<file path="config.mk">
export PLATFORM = sky130hd
export DESIGN_NAME = event_break_trace
export DESIGN_NICKNAME = d
export VERILOG_FILES = /design/src/design/event_break_trace_pkg.sv /design/src/design/event_pair_if.sv /design/src/design/event_break_trace.sv /design/src/design/event_combiner.sv
export VERILOG_INCLUDE_DIRS = /design/src /design/src/design
export SDC_FILE = /design/constraint.sdc
export NUM_CORES = 2
export LEC_CHECK = 0
export BUFFER_PORTS_ARGS = -buffer_cell sky130_fd_sc_hd__buf_2
export CAP_MARGIN = 20
export CORE_MARGIN = 4
export CORE_UTILIZATION = 41
export CTS_CLUSTER_SIZE = 25
export DETAILED_ROUTE_END_ITERATION = 12
export PLACE_DENSITY = 0.6
export SLEW_MARGIN = 15
export SYNTH_ARGS = -nofsm -noshare
export SYNTH_HDL_FRONTEND = slang
export SYNTH_SLANG_ARGS = --single-unit
</file>
<file path="constraint.sdc">
create_clock -name clk_i -period 4.18 [get_ports clk_i]
set_input_delay 0.627 -clock clk_i [delete_from_list [all_inputs] [get_ports clk_i]]
set_output_delay 0.627 -clock clk_i [all_outputs]
set_load 0.05 [all_outputs]
</file>
<file path="src/design/event_break_trace_defs.svh">
// register offsets, field positions, reset values and codes of the break and trace controller
`ifndef EVENT_BREAK_TRACE_DEFS_SVH
`define EVENT_BREAK_TRACE_DEFS_SVH

// register byte offsets
`define OFF_CTRL        8'h00
`define OFF_STATUS      8'h04
`define OFF_EVA_COND    8'h08
`define OFF_EVB_COND    8'h0c
`define OFF_TRACE_IDX   8'h10
`define OFF_TRACE_DATA  8'h14

// control register fields
`define CTRL_BRK_LSB    0
`define CTRL_BRK_MSB    2
`define CTRL_FULL_BRK   3
`define CTRL_TYPE_DATA  4
`define CTRL_START_LSB  5
`define CTRL_START_MSB  7
`define CTRL_STOP_LSB   8
`define CTRL_STOP_MSB   10
`define CTRL_PICK_AB    11
`define CTRL_WIDTH      12
`define CTRL_RESET      12'h000

// status register fields
`define STAT_TRACING    0
`define STAT_FULL       1
`define STAT_CNT_LSB    8

// event condition register fields
`define COND_ADDR_MSB   15
`define COND_EN         16
`define COND_DIR_LSB    17
`define COND_DIR_MSB    18
`define COND_WIDTH      19
`define COND_RESET      19'h00000

// direction codes and stop selection code for trace full
`define DIR_ANY         2'h0
`define DIR_READ        2'h1
`define DIR_WRITE       2'h2
`define STOP_SEL_FULL   3'h5

`endif

</file>
<file path="src/design/event_break_trace_pkg.sv">
// types shared by the break and trace controller
package event_break_trace_pkg;

   // combination of the two event channels
   typedef enum logic [2:0]
   {
      COMBO_NONE,
      COMBO_A,
      COMBO_A_OR_B,
      COMBO_A_AND_B,
      COMBO_B_THEN_A
   } combo_t;

endpackage

</file>
<file path="src/design/event_pair_if.sv">
// event channel matches shared by the combination units
`timescale 1ns/1ps
interface event_pair_if;
   logic ev_a;
   logic ev_b;
   logic restart;

   // driving side in the controller
   modport src
   (
      output ev_a,
      output ev_b,
      output restart
   );

   // combination unit side
   modport snk
   (
      input ev_a,
      input ev_b,
      input restart
   );
endinterface

</file>
<file path="src/design/event_break_trace.sv">
// event break selection and trace capture controller with apb registers
`timescale 1ns/1ps
`include "event_break_trace_defs.svh"

module event_break_trace
#(
   parameter int DEPTH = 64
)
(
   // clock and reset
   input  wire logic        clk_i,
   input  wire logic        rst_i,
   // apb slave
   input  wire logic        psel_i,
   input  wire logic        penable_i,
   input  wire logic        pwrite_i,
   input  wire logic [7:0]  paddr_i,
   input  wire logic [31:0] pwdata_i,
   output logic             pready_o,
   output logic [31:0]      prdata_o,
   output logic             pslverr_o,
   // cpu state and target reset pin
   input  wire logic        run_i,
   input  wire logic        tgt_reset_i,
   // cpu bus data accesses
   input  wire logic        acc_valid_i,
   input  wire logic        acc_write_i,
   input  wire logic [15:0] acc_addr_i,
   input  wire logic [7:0]  acc_data_i,
   input  wire logic        acc_dtc_i,
   // taken branches
   input  wire logic        br_valid_i,
   input  wire logic [15:0] br_src_i,
   input  wire logic [15:0] br_dst_i,
   // break request and trace state
   output logic             break_o,
   output logic             tracing_o
);

   localparam int IDX_W = $clog2(DEPTH);
   localparam int CNT_W = $clog2(DEPTH) + 1;

   logic [`CTRL_WIDTH-1:0] ctrl_q;
   logic [`COND_WIDTH-1:0] eva_q;
   logic [`COND_WIDTH-1:0] evb_q;
   logic [IDX_W-1:0]       tridx_q;
   logic [31:0]            prdata_q;
   logic                   pslverr_q;
   logic [31:0]            trace_mem [DEPTH];
   logic [CNT_W-1:0]       count_q;
   logic                   tracing_q;
   logic                   run_q;
   logic                   rst_meta_q;
   logic                   rst_sync_q;
   logic                   break_q;
   logic                   full_q;

   logic                   run_rise;
   logic                   run_fall;
   logic                   full;
   logic                   full_rise;
   logic                   match_a;
   logic                   match_b;
   logic                   brk_hit;
   logic                   start_hit_ev;
   logic                   stop_hit_ev;
   logic                   start_hit;
   logic                   stop_hit;
   logic                   rec_cand;
   logic                   rec_we;
   logic [31:0]            rec_word;
   logic                   addr_ok;
   logic                   wr_en;
   logic                   setup;
   logic [31:0]            rd_word;

   event_break_trace_pkg::combo_t brk_sel;
   event_break_trace_pkg::combo_t start_sel;
   event_break_trace_pkg::combo_t stop_sel;
   logic [2:0]                    stop_code;

   event_pair_if evp ();

   ////////////////////////////////////////////////////////////////////////////
   // apb slave

   // zero wait state; unmapped offsets answer with an error
   assign pready_o  = 1'b1;
   assign prdata_o  = prdata_q;
   assign pslverr_o = pslverr_q;
   assign setup     = psel_i & ~penable_i;
   assign wr_en     = psel_i & penable_i & pwrite_i & addr_ok;

   // offset decode
   always_comb
   begin
      addr_ok = 1'b1;
      rd_word = 32'h0000_0000;
      unique case (paddr_i)
         `OFF_CTRL:       rd_word = {20'h00000, ctrl_q};
         `OFF_STATUS:     rd_word = {16'h0000, 8'(count_q), 6'h00, full, tracing_q};
         `OFF_EVA_COND:   rd_word = {13'h0000, eva_q};
         `OFF_EVB_COND:   rd_word = {13'h0000, evb_q};
         `OFF_TRACE_IDX:  rd_word = 32'(tridx_q);
         `OFF_TRACE_DATA: rd_word = trace_mem[tridx_q];
         default:         addr_ok = 1'b0;
      endcase
   end

   // read data and error captured in the setup cycle
   always_ff @(posedge clk_i or posedge rst_i)
   begin
      if (rst_i)
      begin
         prdata_q  <= 32'h0000_0000;
         pslverr_q <= 1'b0;
      end
      else if (setup)
      begin
         prdata_q  <= pwrite_i ? 32'h0000_0000 : rd_word;
         pslverr_q <= ~addr_ok;
      end
   end

   // control and trace index registers
   always_ff @(posedge clk_i or posedge rst_i)
   begin
      if (rst_i)
      begin
         ctrl_q  <= `CTRL_RESET;
         tridx_q <= '0;
      end
      else if (wr_en && paddr_i == `OFF_CTRL)
         ctrl_q <= pwdata_i[`CTRL_WIDTH-1:0];
      else if (wr_en && paddr_i == `OFF_TRACE_IDX)
         tridx_q <= pwdata_i[IDX_W-1:0];
   end

   // one condition per channel; a write replaces the previous one
   always_ff @(posedge clk_i or posedge rst_i)
   begin
      if (rst_i)
      begin
         eva_q <= `COND_RESET;
         evb_q <= `COND_RESET;
      end
      else if (wr_en && paddr_i == `OFF_EVA_COND)
         eva_q <= pwdata_i[`COND_WIDTH-1:0];
      else if (wr_en && paddr_i == `OFF_EVB_COND)
         evb_q <= pwdata_i[`COND_WIDTH-1:0];
   end

   ////////////////////////////////////////////////////////////////////////////
   // selections

   // illegal codes fall back to no combination
   always_comb
   begin
      brk_sel   = event_break_trace_pkg::COMBO_NONE;
      start_sel = event_break_trace_pkg::COMBO_NONE;
      stop_sel  = event_break_trace_pkg::COMBO_NONE;
      stop_code = ctrl_q[`CTRL_STOP_MSB:`CTRL_STOP_LSB];
      if (ctrl_q[`CTRL_BRK_MSB:`CTRL_BRK_LSB] < 3'h5)
         brk_sel = event_break_trace_pkg::combo_t'(ctrl_q[`CTRL_BRK_MSB:`CTRL_BRK_LSB]);
      if (ctrl_q[`CTRL_START_MSB:`CTRL_START_LSB] < 3'h5)
         start_sel = event_break_trace_pkg::combo_t'(ctrl_q[`CTRL_START_MSB:`CTRL_START_LSB]);
      if (stop_code < `STOP_SEL_FULL)
         stop_sel = event_break_trace_pkg::combo_t'(stop_code);
   end

   ////////////////////////////////////////////////////////////////////////////
   // event channels

   // channel compare on address and direction; bus fields passed in so callers follow them
   function automatic logic cond_match(input logic [`COND_WIDTH-1:0] c,
                                       input logic [15:0]            addr,
                                       input logic                   wr);
      logic dir_ok;
      dir_ok = (c[`COND_DIR_MSB:`COND_DIR_LSB] == `DIR_ANY)
             || (c[`COND_DIR_MSB:`COND_DIR_LSB] == `DIR_READ && !wr)
             || (c[`COND_DIR_MSB:`COND_DIR_LSB] == `DIR_WRITE && wr);
      return c[`COND_EN] && dir_ok && addr == c[`COND_ADDR_MSB:0];
   endfunction

   // transfer controller accesses never match
   assign match_a = acc_valid_i & ~acc_dtc_i
                  & cond_match(eva_q, acc_addr_i, acc_write_i);
   assign match_b = acc_valid_i & ~acc_dtc_i
                  & cond_match(evb_q, acc_addr_i, acc_write_i);

   // program start edge and synchronised target reset clear the latches
   assign run_rise    = run_i & ~run_q;
   assign run_fall    = ~run_i & run_q;
   assign evp.ev_a    = match_a;
   assign evp.ev_b    = match_b;
   assign evp.restart = run_rise | rst_sync_q;

   // break, start and stop combination units
   event_combiner u_brk
   (
      .clk_i (clk_i),
      .rst_i (rst_i),
      .ev    (evp),
      .sel_i (brk_sel),
      .hit_o (brk_hit)
   );

   event_combiner u_start
   (
      .clk_i (clk_i),
      .rst_i (rst_i),
      .ev    (evp),
      .sel_i (start_sel),
      .hit_o (start_hit_ev)
   );

   event_combiner u_stop
   (
      .clk_i (clk_i),
      .rst_i (rst_i),
      .ev    (evp),
      .sel_i (stop_sel),
      .hit_o (stop_hit_ev)
   );

   ////////////////////////////////////////////////////////////////////////////
   // run edge and target reset synchroniser

   // previous run level
   always_ff @(posedge clk_i or posedge rst_i)
   begin
      if (rst_i)
         run_q <= 1'b0;
      else
         run_q <= run_i;
   end

   // two stages for the target reset pin
   always_ff @(posedge clk_i or posedge rst_i)
   begin
      if (rst_i)
      begin
         rst_meta_q <= 1'b0;
         rst_sync_q <= 1'b0;
      end
      else
      begin
         rst_meta_q <= tgt_reset_i;
         rst_sync_q <= rst_meta_q;
      end
   end

   ////////////////////////////////////////////////////////////////////////////
   // trace start and stop

   assign full      = (count_q == CNT_W'(DEPTH));
   assign full_rise = full & ~full_q;

   // go start uses the run edge, otherwise the start combination
   assign start_hit = (start_sel == event_break_trace_pkg::COMBO_NONE) ? run_rise
                    : start_hit_ev;

   // stop selection
   always_comb
   begin
      if (stop_code == `STOP_SEL_FULL)
         stop_hit = full;
      else if (stop_sel == event_break_trace_pkg::COMBO_NONE)
         stop_hit = run_fall;
      else
         stop_hit = stop_hit_ev;
   end

   // start wins over a simultaneous stop
   always_ff @(posedge clk_i or posedge rst_i)
   begin
      if (rst_i)
         tracing_q <= 1'b0;
      else if (rst_sync_q)
         tracing_q <= 1'b0;
      else if (start_hit)
         tracing_q <= 1'b1;
      else if (stop_hit)
         tracing_q <= 1'b0;
   end

   ////////////////////////////////////////////////////////////////////////////
   // trace recording

   // candidate per trace type and pick up filter
   always_comb
   begin
      if (ctrl_q[`CTRL_TYPE_DATA])
      begin
         rec_cand = ctrl_q[`CTRL_PICK_AB] ? (match_a | match_b) : match_a;
         rec_word = {acc_write_i, 7'h00, acc_data_i, acc_addr_i};
      end
      else
      begin
         rec_cand = br_valid_i;
         rec_word = {br_src_i, br_dst_i};
      end
   end

   // tracing_q is still low in the start cycle, so that access is dropped
   assign rec_we = tracing_q & run_i & rec_cand & ~full & ~rst_sync_q;

   // record store
   always_ff @(posedge clk_i)
   begin
      if (rec_we)
         trace_mem[count_q[IDX_W-1:0]] <= rec_word;
   end

   // record count, cleared at program start and target reset
   always_ff @(posedge clk_i or posedge rst_i)
   begin
      if (rst_i)
         count_q <= '0;
      else if (rst_sync_q || run_rise)
         count_q <= '0;
      else if (rec_we)
         count_q <= count_q + 1'b1;
   end

   ////////////////////////////////////////////////////////////////////////////
   // break request

   // full edge detector
   always_ff @(posedge clk_i or posedge rst_i)
   begin
      if (rst_i)
         full_q <= 1'b0;
      else
         full_q <= full;
   end

   // event break and trace full break act independently
   always_ff @(posedge clk_i or posedge rst_i)
   begin
      if (rst_i)
         break_q <= 1'b0;
      else
         break_q <= run_i & (brk_hit | (ctrl_q[`CTRL_FULL_BRK] & full_rise));
   end

   assign break_o   = break_q;
   assign tracing_o = tracing_q;
endmodule

</file>
<file path="src/design/event_combiner.sv">
// combination of event A and event B into one hit, with occurrence latches
`timescale 1ns/1ps
module event_combiner
(
   // clock and reset
   input  wire logic                           clk_i,
   input  wire logic                           rst_i,
   // event channels
   event_pair_if.snk                           ev,
   // selection and result
   input  event_break_trace_pkg::combo_t       sel_i,
   output logic                                hit_o
);

   logic a_seen_q;
   logic b_seen_q;
   logic armed_q;

   // hit for the selected combination
   always_comb
   begin
      unique case (sel_i)
         event_break_trace_pkg::COMBO_NONE:     hit_o = 1'b0;
         event_break_trace_pkg::COMBO_A:        hit_o = ev.ev_a;
         event_break_trace_pkg::COMBO_A_OR_B:   hit_o = ev.ev_a | ev.ev_b;
         event_break_trace_pkg::COMBO_A_AND_B:  hit_o = (a_seen_q | ev.ev_a)
                                                      & (b_seen_q | ev.ev_b);
         event_break_trace_pkg::COMBO_B_THEN_A: hit_o = ev.ev_a & armed_q;
         default:                               hit_o = 1'b0;
      endcase
   end

   // per-event occurrence latches, consumed on a hit; a match in the restart cycle still counts
   always_ff @(posedge clk_i or posedge rst_i)
   begin
      if (rst_i)
      begin
         a_seen_q <= 1'b0;
         b_seen_q <= 1'b0;
      end
      else if (ev.restart || hit_o)
      begin
         a_seen_q <= ev.restart & ~hit_o & ev.ev_a;
         b_seen_q <= ev.restart & ~hit_o & ev.ev_b;
      end
      else
      begin
         a_seen_q <= a_seen_q | ev.ev_a;
         b_seen_q <= b_seen_q | ev.ev_b;
      end
   end

   // armed by B, cleared at program start, consumed by the firing A
   always_ff @(posedge clk_i or posedge rst_i)
   begin
      if (rst_i)
         armed_q <= 1'b0;
      else if (ev.restart)
         armed_q <= ev.ev_b;
      else
         armed_q <= ev.ev_b | (armed_q & ~hit_o);
   end
endmodule

</file>
==> metrics.yaml <==
outcome: "complete, no violations"
relSlewSlack_pct: 24.1
dominantRegCellSynth: "edfxtp_1"
max_freq_mhz: 265
root_buffer: "clkbuf_16"
layout-drive-gt1-share_pct: 36.5
port_buffers: 128
path_class: "reg -> reg"
cp-end-kind: "flop"
finalHoldViolations: 0
synth_area_um2: 83700
crit_slowest_cell: "or4_4"
first_global_vias: 40201
dieHeight_um: 460
cts_resized: 0
setup-tns-final_ns: 0
rows: 165
internal-power_mw: 34.2
leakage_nw: 30.0
die_area_um2: 211000
clk-insertion-delay-late_ns: 0.86
cts_tree: "yes"
critPathMostFrequentCell: "buf_4"
ir_drop_mv: 0.438
drt_wl_total_mm: 214
ys_ff_latch: 2159
drv_cap: 0
grt_busiest_layer: "met2"
pwr-share-clk_pct: 42.5
swShare_pct: 20.5
clk_pin_slew_ns: 0.06
final_util_pct: 48.0
power_per_cell_area_nw_per_um2: 443
cts_max_level: 4
path_delay_family: "simple AND/OR/NAND/NOR gates"
synth_cell_types: 64
power_frac_seq_pct: 55.0
drt_iter0_markers: 4960
placed_cells: 6444
worstPathArrival_ns: 4.22
core_um2: 203000
layout_common_cells: "edfxtp_1, mux4_2, clkbuf_16, buf_4, buf_2"
seq_area_frac_synth_pct: 76.8
async_flop_share_pct: 5.14
synthCells: 3567
hold_class: "in -> reg"
p_sw_mw: 8.85
postCtsSetupBuffers: 0
use_met1_pct: 29.9
grt-ovfl-total: 0
fin_ws_ns: 0.413
gp_congestion: 0.836
setup_viol: 0
grt_max_degree: 67
drv_slew: 0
hpwl_mm: 134
grt_pass1_wl_mm: 306
fin_skew_ns: 0.0654
vias: 40023
area_growth_pct: 16.1
ant_nets: 0
worst_pin_slew_ns: 1.14
use_met2_pct: 32.1
grt_antenna_before_repair: 6
start_util_pct: 41.3
yosysWarnings: 0
via_per_inst: 5.84
cp_max_fo: 18
syn_avg_cell_area_um2: 23.5
cp_num_buf_inv: 2
nets: 4113
final_cell_count_no_fill: 6853
first_pass_iters: 5
final.min_clock_period_ns: 3.77
clk_path_buf_depth: 3
drc_errors: 0
wl_per_cell_um: 31.3
die_w_um: 460
synth_edf_count: 2048
startpoint_type: "flop"
cts.sinks: 2159
io_pins: 143
cts_made_buffers: 212
critPathMaxStageDelay_ns: 0.50
met3_usage_pct: 3.44
holdBufCountCts: 15
fin_crit_sh_pct: 90.1
nFillCells: 16170
final_common_cell: "edfxtp_1"
pwr-share-comb_pct: 2.5
synthesis.nets: 3676
cp_cell_sequence: "mux2_4 -> or4_4 -> nor3b_4 -> nand3_2 -> a31oi_2 -> buf_4 -> nand4_4 -> nor2_4 -> buf_4"
grtUsageTotal_pct: 20.3
critical_path_required_ns: 4.64
pre_cts_ws_ns: 0.145
rsz0062_at_grt: "no"
finalPower_mw: 43.1
-- worst register-to-register path, stage by stage, from the launching register on --
cell and delay [ns]:
dfrtp_1 0.39, mux2_4 0.29, or4_4 0.50, nor3b_4 0.40, nand3_2 0.18, a31oi_2 0.22
buf_4 0.28, nand4_4 0.46, nor2_4 0.24, buf_4 0.39
-- per-layer routing --
| layer | routed length, um | share of wire, % | up-vias |
|---|---|---|---|
| li1 | - | - | 16167 |
| met4 | 4180 | 2.0 | 0 |
| met1 | 91000 | 42 | 21945 |
| met5 | 0 | 0 | - |
| met3 | 16700 | 7.8 | 230 |
| met2 | 102000 | 48 | 1681 |
-- power by group through the flow --
stage	combinational [mW]	sequential, mW	clock [mW]
CTS	1.06	23.7	18.7
floorplan	0.560	24.2	0
global route	1.13	23.7	19.6
detailed placement	1.05	24.2	0
global placement	1.02	24.2	0
finish	1.07	23.7	18.3
-- state kept, by name, indices dropped and copies added, names as in the netlist, 6 cells and up --
signal     count
eva_q         19
prdata_o      32
trace_mem   2048
ctrl_q        12
evb_q         19
count_q        7
tridx_q        6
-- cells in the mapped netlist, types with 9 or more instances --
library cell	instances	area share [%]
a21oi_1	31	0.19
a22oi_1	9	0.081
buf_1	29	0.13
buf_2	64	0.38
clkbuf_1	95	0.43
dfrtp_1	111	3.3
edfxtp_1	2048	73
inv_1	10	0.045
mux2_2	92	1.2
mux2i_1	71	0.85
mux4_2	637	17
nand2_1	30	0.13
nand3_1	14	0.084
nor2_1	105	0.47
nor2b_1	14	0.10
o21ai_0	35	0.21
o22ai_1	13	0.097
xnor2_1	14	0.15
xor2_1	22	0.23
-- cell families (layout without fill, tap and decap cells) --
| kind of cell | Yosys count | count (layout) | synth area share (%) |
|---|---|---|---|
| other | 1 | 4 | 0.00448 |
| DFF | 2159 | 2159 | 76.8 |
| AOI/OAI and AO/OA | 138 | 138 | 1.09 |
| xor gates and xnor gates | 36 | 36 | 0.377 |
| buffers and inverters | 202 | 813 | 1.02 |
| muxes | 801 | 801 | 19.2 |
| adders and majority gates | 2 | 2 | 0.0299 |
| and+or+nand+nor | 228 | 228 | 1.44 |
-- layout make-up --
class	instances	area (um^2)	area share, %
diodes	3	7.51	0.00773
clock buffers	270	5580	5.75
clock inverters	118	1080	1.11
inverters	10	40.0	0.0412
multi-input cells	1206	19100	19.7
flip-flops and latches	2159	64300	66.2
well taps	2672	3340	3.44
repair buffers	415	3660	3.77
-- stage by stage --
step                instance area [um^2]  hold WS (ns)
detailed placement                 90300         0.335
global placement                   90300         0.344
global route                       97100        0.0408
CTS                                97100       0.00498
floorplan                          83700         0.331
finish                             97200        0.0882
-- path summary, 6_finish.rpt --
kind                                       start                          end  slack (ns)  depth (start not counted)
min in group asynchronous                  rst_i            break_o$_DFF_PP0_        0.49                          3
max in group asynchronous                  rst_i     prdata_o[20]$_DFFE_PP0P_        2.83                          4
setup / recovery           evb_q[18]$_DFFE_PP0P_  trace_mem[45][27]$_DFFE_PP_        0.41                          9
hold / removal                       pwdata_i[2]       tridx_q[2]$_DFFE_PP0P_        0.09                          2
setup reg to reg           evb_q[18]$_DFFE_PP0P_  trace_mem[45][27]$_DFFE_PP_        0.41                          9
hold reg to reg             rst_meta_q$_DFF_PP0_         rst_sync_q$_DFF_PP0_        0.37                          0
Note: power is estimated with default switching activity, not from simulation.
